===== config.mk =====
export PLATFORM = sky130hd
export DESIGN_NAME = pps_steering
export DESIGN_NICKNAME = d
export VERILOG_FILES = /design/src/shared/pps_pkg.sv /design/src/rtl/pps_steering.sv
export SDC_FILE = /design/constraint.sdc
export NUM_CORES = 1
export LEC_CHECK = 0
export BUFFER_PORTS_ARGS = -buffer_cell sky130_fd_sc_hd__buf_2
export CAP_MARGIN = 25
export CORE_UTILIZATION = 40
export DETAILED_ROUTE_END_ITERATION = 8
export PLACE_DENSITY = 0.7
export SYNTH_ARGS = -nofsm -noshare
export SYNTH_HDL_FRONTEND = slang
export SYNTH_SLANG_ARGS = --single-unit
export TNS_END_PERCENT = 30

===== constraint.sdc =====
create_clock -name CLOCK -period 2.8 [get_ports CLOCK]
set_input_delay 0.14 -clock CLOCK [delete_from_list [all_inputs] [get_ports CLOCK]]
set_output_delay 0.14 -clock CLOCK [all_outputs]
set_load 0.01 [all_outputs]

===== src/shared/pps_pkg.sv =====
package pps_pkg;

  // ****************************************
  // Register map
  // ****************************************
  localparam logic [3:0] ADDR_STEER = 4'h0;
  localparam logic [3:0] ADDR_MODE = 4'h4;
  localparam logic [3:0] ADDR_STATUS = 4'h8;
  localparam logic [7:0] STEER_RESET = 8'h01;
  localparam logic [7:0] MODE_RESET = 8'h00;
  localparam logic [7:0] STEER_WMASK = 8'h1F;

  // ****************************************
  // Field positions
  // ****************************************
  localparam int SYNC_BIT = 4;
  localparam int PIN_LO = 0;
  localparam int PIN_HI = 3;
  localparam int POL_LO = 0;
  localparam int POL_HI = 1;
  localparam int PWMSEL_LO = 2;
  localparam int PWMSEL_HI = 3;
  localparam int OCFG_LO = 6;
  localparam int OCFG_HI = 7;
  localparam logic [1:0] PWMSEL_PWM = 2'h3;
  localparam logic [1:0] OCFG_SINGLE = 2'h0;
  localparam int NPINS = 4;

  // ****************************************
  // Bus answers
  // ****************************************
  localparam logic [1:0] RESP_OKAY = 2'h0;
  localparam logic [1:0] RESP_SLVERR = 2'h2;

  typedef enum logic [1:0] {
    PPS_IDLE = 2'h0,
    PPS_RESP = 2'h1
  } pps_bus_e;

endpackage


===== src/rtl/pps_steering.sv =====
// Implementation choices: the address map and the AXI4-Lite register port.
`timescale 1ns/10ps
// Function
// - With sync bit set, steering changes wait for the next PWM period start.
// - With sync bit clear, a steering write takes effect at once.
// - Bits 3..0 route the polarity-adjusted PWM to pins D..A; clear gives port control.
// - Steering active only when mode bits 3:2 are 11 and output config is 00.
// - Steering register bits 7..5 read zero and ignore writes.
// - Mode bit 0 selects the polarity of steered pins A and C, bit 1 that of steered pins B and D.
// - Shutdown forces shutdown state only on steered pins.
module pps_steering (
  input wire logic CLOCK,
  input wire logic NRST,
  input wire logic [3:0] S_AXI_AWADDR,
  input wire logic S_AXI_AWVALID,
  output logic S_AXI_AWREADY,
  input wire logic [31:0] S_AXI_WDATA,
  input wire logic [3:0] S_AXI_WSTRB,
  input wire logic S_AXI_WVALID,
  output logic S_AXI_WREADY,
  output logic [1:0] S_AXI_BRESP,
  output logic S_AXI_BVALID,
  input wire logic S_AXI_BREADY,
  input wire logic [3:0] S_AXI_ARADDR,
  input wire logic S_AXI_ARVALID,
  output logic S_AXI_ARREADY,
  output logic [31:0] S_AXI_RDATA,
  output logic [1:0] S_AXI_RRESP,
  output logic S_AXI_RVALID,
  input wire logic S_AXI_RREADY,
  input wire logic PWM_WAVE,
  input wire logic PERIOD_START,
  input wire logic SHUTDOWN_ACTIVE,
  input wire logic [3:0] SHUTDOWN_LEVEL,
  input wire logic [3:0] SHUTDOWN_TRISTATE,
  input wire logic [3:0] PORT_OUT,
  input wire logic [3:0] PORT_OE,
  output logic [3:0] PIN_OUT,
  output logic [3:0] PIN_OE,
  output logic [3:0] STEER_ACTIVE
);
  import pps_pkg::*;

  // ****************************************
  // Helper functions
  // ****************************************
  // Applies the pair polarity bit to the raw waveform; a set bit inverts it.
  function automatic logic pol_apply(input logic wave, input logic invert);
    pol_apply = wave ^ invert;
  endfunction

  // True for the three offsets that hold a register.
  function automatic logic addr_known(input logic [3:0] addr);
    addr_known = (addr == ADDR_STEER) || (addr == ADDR_MODE) || (addr == ADDR_STATUS);
  endfunction

  // Level of one pin: port control, the shutdown level or the steered waveform.
  function automatic logic pin_level_sel(
    input logic steered,
    input logic port_level,
    input logic shut,
    input logic shut_level,
    input logic wave
  );
    if (!steered) begin
      pin_level_sel = port_level;
    end else if (shut) begin
      pin_level_sel = shut_level;
    end else begin
      pin_level_sel = wave;
    end
  endfunction

  // Drive enable of one pin: a steered pin drives unless shutdown releases it.
  function automatic logic pin_enable_sel(
    input logic steered,
    input logic port_enable,
    input logic shut,
    input logic shut_release
  );
    if (!steered) begin
      pin_enable_sel = port_enable;
    end else begin
      pin_enable_sel = !(shut && shut_release);
    end
  endfunction

  // ****************************************
  // Bus slave
  // ****************************************
  pps_bus_e wst_r;
  pps_bus_e rst_r;
  pps_bus_e wst_nxt;
  logic aw_got_r;
  logic w_got_r;
  logic [3:0] awaddr_r;
  logic [7:0] wdata_r;
  logic wstrb0_r;
  logic [1:0] bresp_r;
  logic [31:0] rdata_r;
  logic [1:0] rresp_r;
  logic [7:0] steer_ctrl_r;
  logic [7:0] mode_ctrl_r;
  logic [3:0] active_r;
  logic [3:0] pin_out_r;
  logic [3:0] pin_oe_r;

  wire aw_take = S_AXI_AWVALID && !aw_got_r && (wst_r == PPS_IDLE);
  wire w_take = S_AXI_WVALID && !w_got_r && (wst_r == PPS_IDLE);
  wire aw_have = aw_got_r || aw_take;
  wire w_have = w_got_r || w_take;
  // A half that arrived alone stays parked until the write fires with both halves.
  wire aw_got_nxt = !wr_fire && aw_have;
  wire w_got_nxt = !wr_fire && w_have;
  wire [3:0] wr_addr = aw_got_r ? awaddr_r : S_AXI_AWADDR;
  wire [7:0] wr_data = w_got_r ? wdata_r : S_AXI_WDATA[7:0];
  wire wr_lane0 = w_got_r ? wstrb0_r : S_AXI_WSTRB[0];
  wire wr_fire = (wst_r == PPS_IDLE) && aw_have && w_have;
  wire wr_steer = wr_fire && wr_lane0 && (wr_addr == ADDR_STEER);
  wire wr_mode = wr_fire && wr_lane0 && (wr_addr == ADDR_MODE);
  wire wr_known = addr_known(wr_addr);
  wire rd_take = S_AXI_ARVALID && (rst_r == PPS_IDLE);

  assign S_AXI_AWREADY = (wst_r == PPS_IDLE) && !aw_got_r;
  assign S_AXI_WREADY = (wst_r == PPS_IDLE) && !w_got_r;
  assign S_AXI_BVALID = (wst_r == PPS_RESP);
  assign S_AXI_BRESP = bresp_r;
  assign S_AXI_ARREADY = (rst_r == PPS_IDLE);
  assign S_AXI_RVALID = (rst_r == PPS_RESP);
  assign S_AXI_RDATA = rdata_r;
  assign S_AXI_RRESP = rresp_r;

  // ****************************************
  // Steering decode
  // ****************************************
  wire [7:0] steer_wr_val = wr_data & STEER_WMASK;
  wire steer_mode_on = (mode_ctrl_r[PWMSEL_HI:PWMSEL_LO] == PWMSEL_PWM)
    && (mode_ctrl_r[OCFG_HI:OCFG_LO] == OCFG_SINGLE);
  wire pol_lo_active = mode_ctrl_r[POL_LO];
  wire pol_hi_active = mode_ctrl_r[POL_HI];
  wire [3:0] pending = steer_ctrl_r[PIN_HI:PIN_LO];
  wire sync_on = steer_ctrl_r[SYNC_BIT];
  wire [3:0] wave_pol;
  wire [3:0] sel = steer_mode_on ? active_r : 4'h0;
  wire [3:0] pin_out_nxt;
  wire [3:0] pin_oe_nxt;
  wire [3:0] active_nxt;

  // Pins A and C are the high-side pair, B and D the low-side pair.
  assign wave_pol[0] = pol_apply(PWM_WAVE, pol_lo_active);
  assign wave_pol[2] = pol_apply(PWM_WAVE, pol_lo_active);
  assign wave_pol[1] = pol_apply(PWM_WAVE, pol_hi_active);
  assign wave_pol[3] = pol_apply(PWM_WAVE, pol_hi_active);

  // Immediate mode follows the write; sync mode loads the pending copy at period start.
  assign active_nxt = (wr_steer && !steer_wr_val[SYNC_BIT]) ? steer_wr_val[PIN_HI:PIN_LO]
    : (sync_on && PERIOD_START) ? pending
    : (!sync_on) ? pending
    : active_r;

  genvar gi;
  generate
    for (gi = 0; gi < NPINS; gi++) begin : g_pin
      // Only steered pins see the shutdown override; port pins pass through untouched.
      assign pin_out_nxt[gi] = pin_level_sel(sel[gi], PORT_OUT[gi], SHUTDOWN_ACTIVE,
        SHUTDOWN_LEVEL[gi], wave_pol[gi]);
      assign pin_oe_nxt[gi] = pin_enable_sel(sel[gi], PORT_OE[gi], SHUTDOWN_ACTIVE,
        SHUTDOWN_TRISTATE[gi]);
    end
  endgenerate

  assign PIN_OUT = pin_out_r;
  assign PIN_OE = pin_oe_r;
  assign STEER_ACTIVE = sel;

  // ****************************************
  // Write channel
  // ****************************************
  always_comb begin
    wst_nxt = wst_r;
    if (wr_fire) begin
      wst_nxt = PPS_RESP;
    end else if (wst_r == PPS_RESP && S_AXI_BREADY) begin
      wst_nxt = PPS_IDLE;
    end
  end

  // Address and data may arrive in either order; each is held until its partner shows up.
  always_ff @(posedge CLOCK or negedge NRST) begin
    if (!NRST) begin
      awaddr_r <= 4'h0;
    end else if (aw_take) begin
      awaddr_r <= S_AXI_AWADDR;
    end
  end

  always_ff @(posedge CLOCK or negedge NRST) begin
    if (!NRST) begin
      wdata_r <= 8'h00;
      wstrb0_r <= 1'h0;
    end else if (w_take) begin
      wdata_r <= S_AXI_WDATA[7:0];
      wstrb0_r <= S_AXI_WSTRB[0];
    end
  end

  always_ff @(posedge CLOCK or negedge NRST) begin
    if (!NRST) begin
      aw_got_r <= 1'h0;
      w_got_r <= 1'h0;
    end else begin
      aw_got_r <= aw_got_nxt;
      w_got_r <= w_got_nxt;
    end
  end

  always_ff @(posedge CLOCK or negedge NRST) begin
    if (!NRST) begin
      wst_r <= PPS_IDLE;
    end else begin
      wst_r <= wst_nxt;
    end
  end

  // The response code is latched with the write so that it stands for the whole answer.
  always_ff @(posedge CLOCK or negedge NRST) begin
    if (!NRST) begin
      bresp_r <= RESP_OKAY;
    end else if (wr_fire) begin
      bresp_r <= wr_known ? RESP_OKAY : RESP_SLVERR;
    end
  end

  // ****************************************
  // Read channel
  // ****************************************
  always_ff @(posedge CLOCK or negedge NRST) begin
    if (!NRST) begin
      rst_r <= PPS_IDLE;
      rdata_r <= 32'h0000_0000;
      rresp_r <= RESP_OKAY;
    end else if (rd_take) begin
      rst_r <= PPS_RESP;
      rresp_r <= addr_known(S_AXI_ARADDR) ? RESP_OKAY : RESP_SLVERR;
      case (S_AXI_ARADDR)
        ADDR_STEER: begin
          rdata_r <= {24'h00_0000, steer_ctrl_r};
        end
        ADDR_MODE: begin
          rdata_r <= {24'h00_0000, mode_ctrl_r};
        end
        ADDR_STATUS: begin
          rdata_r <= {27'h000_0000, steer_mode_on, sel};
        end
        default: begin
          rdata_r <= 32'h0000_0000;
        end
      endcase
    end else if (rst_r == PPS_RESP && S_AXI_RREADY) begin
      rst_r <= PPS_IDLE;
    end
  end

  // ****************************************
  // Control registers and pins
  // ****************************************
  always_ff @(posedge CLOCK or negedge NRST) begin
    if (!NRST) begin
      steer_ctrl_r <= STEER_RESET;
    end else if (wr_steer) begin
      steer_ctrl_r <= steer_wr_val;
    end
  end

  always_ff @(posedge CLOCK or negedge NRST) begin
    if (!NRST) begin
      mode_ctrl_r <= MODE_RESET;
    end else if (wr_mode) begin
      mode_ctrl_r <= wr_data;
    end
  end

  // The active mask is what the pins obey; with sync set it waits for a period start to load the register copy.
  always_ff @(posedge CLOCK or negedge NRST) begin
    if (!NRST) begin
      active_r <= STEER_RESET[PIN_HI:PIN_LO];
    end else begin
      active_r <= active_nxt;
    end
  end

  // Pins are registered so that a glitch in the selection never reaches the drivers.
  always_ff @(posedge CLOCK or negedge NRST) begin
    if (!NRST) begin
      pin_out_r <= 4'h0;
      pin_oe_r <= 4'h0;
    end else begin
      pin_out_r <= pin_out_nxt;
      pin_oe_r <= pin_oe_nxt;
    end
  end

endmodule


======== Word-level counts from Yosys, hierarchy flattened ========
Index checks and enable logic that the tools add are counted.
storage, ports and cells
  input bits .............................. 70
  logic and storage cells ................. 95
  bits in registers ....................... 80
  output and inout port bits .............. 53
cells by class
  reduce and logical (&&, ||, !) cells .... 44
  muxes and demuxes ....................... 26
  bitwise operators ....................... 2
  equal/unequal tests ..................... 8
operators with widths
  cell                number
  $pmux 8 s3          1
  $logic_and 1x1->1   23
  $mux 4              5
  $mux 1              13
  $mux 2              6
  $eq 4x3->1 const B  2
  $eq 4x4->1 const B  2
  $logic_not 1->1     8
  $logic_not 4->1     2
  $mux 8              1
  $logic_not 2->1     3
  $logic_or 1x1->1    6
  $eq 2x1->1 const B  2
  $reduce_bool 2->1   2
  $ne 3x1->1 const B  1
  $eq 2x2->1 const B  1
  $xor 1x1->1         2

======== Longest topological paths before layout ========
  word-level depth ........................ 10
  mapped depth ............................ 6
  gate-level depth less buffers ........... 4

======== Least setup slack after synthesis ========
Ideal clock, no wire load.
  path type ............................... reg2reg
  start point ............................. register aw_got_r
  end point ............................... register active_r[1]
  arrival ................................. 1801 ps
  cell stages (with the launch flop) ...... 7
  period minus slack after synthesis ...... 1929 ps
  data required time ...................... 2673 ps
  setup time .............................. 127 ps
  path buffers ............................ 2
  path slack .............................. 871 ps
  cell sequence ........................... dfrtp_1 > buf_2 > or3_1 > a211oi_2 > and4_1 > buf_4 > mux2_1
on the way
  cells in the longest elaborated chain, start to end .. 10
  elaborated cells on any way between the ends .. 13
RTL lines
  what                                            RTL line             RTL
  start, declared                                 pps_steering.sv:94   logic aw_got_r;
  start signal, assigned                          pps_steering.sv:212  aw_got_r <= aw_got_nxt;
  $logic_not 1->1                                 pps_steering.sv:108  wire aw_take = S_AXI_AWVALID && !aw_got_r && (wst_r == PPS_IDLE);
  $logic_and 1x1->1 (2 in series)                 pps_steering.sv:108
  $logic_or 1x1->1                                pps_steering.sv:110  wire aw_have = aw_got_r || aw_take;
  $logic_and 1x1->1 (2 in series)                 pps_steering.sv:118  wire wr_fire = (wst_r == PPS_IDLE) && aw_have && w_have;
  $logic_and 1x1->1                               pps_steering.sv:119  wire wr_steer = wr_fire && wr_lane0 && (wr_addr == ADDR_STEER);
  $logic_and 1x1->1 (*)                           pps_steering.sv:119
  $logic_and 1x1->1 (*)                           pps_steering.sv:156  assign active_nxt = (wr_steer && !steer_wr_val[SYNC_BIT]) ? steer_wr_val[PIN_HI:PIN_LO]
  $ne 3x1->1 (no line) or $mux 4 (tied branches)  --
  end signal, assigned                            pps_steering.sv:286  active_r <= STEER_RESET[PIN_HI:PIN_LO];
  end signal, assigned                            pps_steering.sv:288  active_r <= active_nxt;
  end, declared                                   pps_steering.sv:104  logic [3:0] active_r;
Mark *: on every way between the ends. The rest lies on a longest branch, timed or not.
A chain may end at the register's enable or synchronous reset.

======== Final worst setup path ========
  start point ............................. register aw_got_r
  end point ............................... register active_r[2]
The elaborated chain is that of the path after synthesis.

==> results.cfg <==
[logic_synthesis]
synth_edf_count = 0
syn_area_per_cell_um2 = 11.3
synth_cell_types = 33
synth-seq-area-share_pct = 50.1
syn_area_um2 = 2600
synthCells = 230
ys_seq_elements = 52
yosysWarnings = 0
ys_async_sr_fraction_pct = 100
synth_ff_type = dfrtp_1

[placement]
port_buffers = 69
pre_cts_ws_ns = 0.684
dp_hpwl_um = 3680
place_congestion = 0.759

[clock_tree]
cts_tree = done
cts-root-buf = clkbuf_8
post_cts_buffers = 0
cts.sinks = 52
path_clk_slew_ns = 0.09
cts_buffer_depth = 2
numCtsBuffers = 5
h-tree-depth = 2
ctsResizeCount = 0
clkLatencyLatePin_ns = 0.30

[cells_and_area]
drive_above_1_share_pct = 39.6
nNetsFinal = 372
area_delta_synth_final_pct = 18.1
n_antenna_cell = 0

[global_routing]
grt_max_degree = 53
grt_pass1_vias = 1622
grt-busiest-layer = met2
grt-ovfl-total = 0
gr-usage-met2_pct = 25.6
grtUsageTotal_pct = 15.2
grt_first_pass_wirelength_um = 7800
antenna_found_initial = 0
grt_util_met3_pct = 3.85
gr-usage-met1_pct = 19.3

[timing]
fin_tns_setup_ns = 0
holdWs_ns = 0.00906
rsz0062_at_grt = no
drv_slew = 0
setup_viol = 0
worstMarginPinSlew_ns = 0.658
fin_crit_sh_pct = 75.7
post-route-min-period_ns = 2.12
setup_ws_ns = 0.680
final_hold_viol_count = 0
finClkSkew_ns = 0.00801
relSlewSlack_pct = 56.1
fmax_mhz = 472

[floorplan]
dieArea_um2 = 6830
core_area_um2 = 6310
die_w_um = 82.6
start_util_pct = 41.2
die_y_um = 82.6
std_cell_rows = 29
io_pins = 123

[detailed_routing]
drt-total-wl_um = 4980
first_pass_iters = 6
first_iter_violations = 54
drt-wirelength-per-cell_um = 13.1
via_count = 1810
drc_errors = 0
viasPerCell = 4.76
ant_nets = 0

[critical_path]
rrSetupSlack_ns = 0.68
endpoint_kind = flop
cp_data_required_time_ns = 2.99
reg2reg_depth = 4
critical_path.max_fanout = 7
crit_type = reg -> reg
critical_path_arrival_ns = 2.31
start_kind = flop

[job]
drv_cap = 0

[hold_path]
min_path_type = in -> reg
min_path_cells = 2

[power]
power.density_nw_per_um2 = 786
irDropWorstVdd_mv = 0.487
design_power_total_mw = 2.42
p_leak_nw = 1.57

[status]
status = completed
==> per-stage QoR <==
| step | std cells | util, % | cell area, µm² |
|---|---|---|---|
| floorplan | 255 | - | 2700 |
| global placement | 368 | 46.3 | 2920 |
| detailed placement | 368 | 46.3 | 2920 |
| CTS | 380 | 48.7 | 3070 |
| global route | 380 | 48.7 | 3070 |
| finish | 380 | 48.7 | 3070 |
==> worst paths after layout <==
path,startpoint,end
setup / recovery,aw_got_r,active_r[2]
hold / removal,S_AXI_RREADY,rst_r[0]
setup reg to reg,aw_got_r,active_r[2]
hold reg to reg,S_AXI_RDATA[5],S_AXI_RDATA[5]
max in group asynchronous,NRST,steer_ctrl_r[2]
min in group asynchronous,NRST,steer_ctrl_r[4]
==> flip-flops by register name, indices dropped and copies added (netlist names) <==
signal        count
PIN_OUT           4
mode_ctrl_r       8
PIN_OE            4
S_AXI_RRESP       1
awaddr_r          4
steer_ctrl_r      5
rst_r             1
wst_r             1
wdata_r           8
active_r          4
S_AXI_BRESP       1
aw_got_r          1
w_got_r           1
wstrb0_r          1
S_AXI_RDATA       8
==> worst max-delay path: stages (launching register included) <==
cell and delay (ns):
dfrtp_1 0.48, or3_1 0.44, a211oi_2 0.34, and4_1 0.40, mux2_1 0.35
==> Yosys cell counts, types with 4 or more instances <==
cell type | count | area, µm²
o22ai_1 | 6 | 37.5
dfrtp_1 | 50 | 1250
nor2_1 | 12 | 45.0
o21ai_0 | 4 | 20.0
mux2_2 | 35 | 394
a31oi_1 | 4 | 25.0
buf_4 | 27 | 203
a21oi_1 | 8 | 40.0
nand2_1 | 15 | 56.3
inv_1 | 11 | 41.3
o31ai_1 | 4 | 30.0
mux2i_1 | 10 | 100
nor2b_1 | 7 | 43.8
a22o_1 | 5 | 43.8
clkbuf_1 | 7 | 26.3
mux2_1 | 4 | 45.0
==> layout make-up <==
| type | instances | area [µm²] |
|---|---|---|
| well taps | 77 | 96.3 |
| multi-input cells | 156 | 1110 |
| clock buffers | 5 | 68.8 |
| inverters | 11 | 41.3 |
| repair buffers | 76 | 408 |
| fillers | 607 | 3240 |
| flip-flops and latches | 52 | 1300 |
| clock inverters | 3 | 42.5 |
==> placed cells by master, fill, tap and decap left out, types with 2 or more instances in the layout <==
cell type	synthesis	routed
o21ai_0	4	4
mux2_2	35	35
or3_1	2	2
a31oi_1	4	4
a22o_1	5	5
nand2_1	15	15
nor2b_1	7	7
nand3_1	2	2
o31ai_1	4	4
a21oi_1	8	8
buf_2	1	69
dfstp_2	2	2
dlygate4sd3_1	0	4
nor2_1	12	12
dfrtp_1	50	50
buf_4	27	3
clkbuf_8	0	5
o22ai_1	6	6
xor2_1	2	2
inv_1	11	11
mux2_1	4	4
mux2i_1	10	10
conb_1	1	26
==> report_power, final <==
part / switching (mW) / total (mW) / internal (mW)
clock network: 0.248 / 0.512 / 0.265
logic: 0.317 / 0.724 / 0.407
registers: 0.183 / 1.18 / 0.997
==> layer usage <==
metal | part of all wire, % | up-vias
met4 | 0.72 | 0
met1 | 46 | 846
li1 | - | 886
met2 | 46 | 73
met3 | 6.7 | 5
met5 | 0 | -
==> cell families after synthesis <==
group           share of synthesized area [%]
flops                                    50.1
mux                                      20.7
xor+xnor                                0.674
other cells                             0.144
simple gates                             8.42
compound gates                           9.19
buf+inv                                  10.7
==> what timing repair did <==
item	CTS	global route
setup endpoints to repair	0	0
hold endpoints to repair	53	0
hold buffers	4	0
Power figures use the tool's default switching activity.
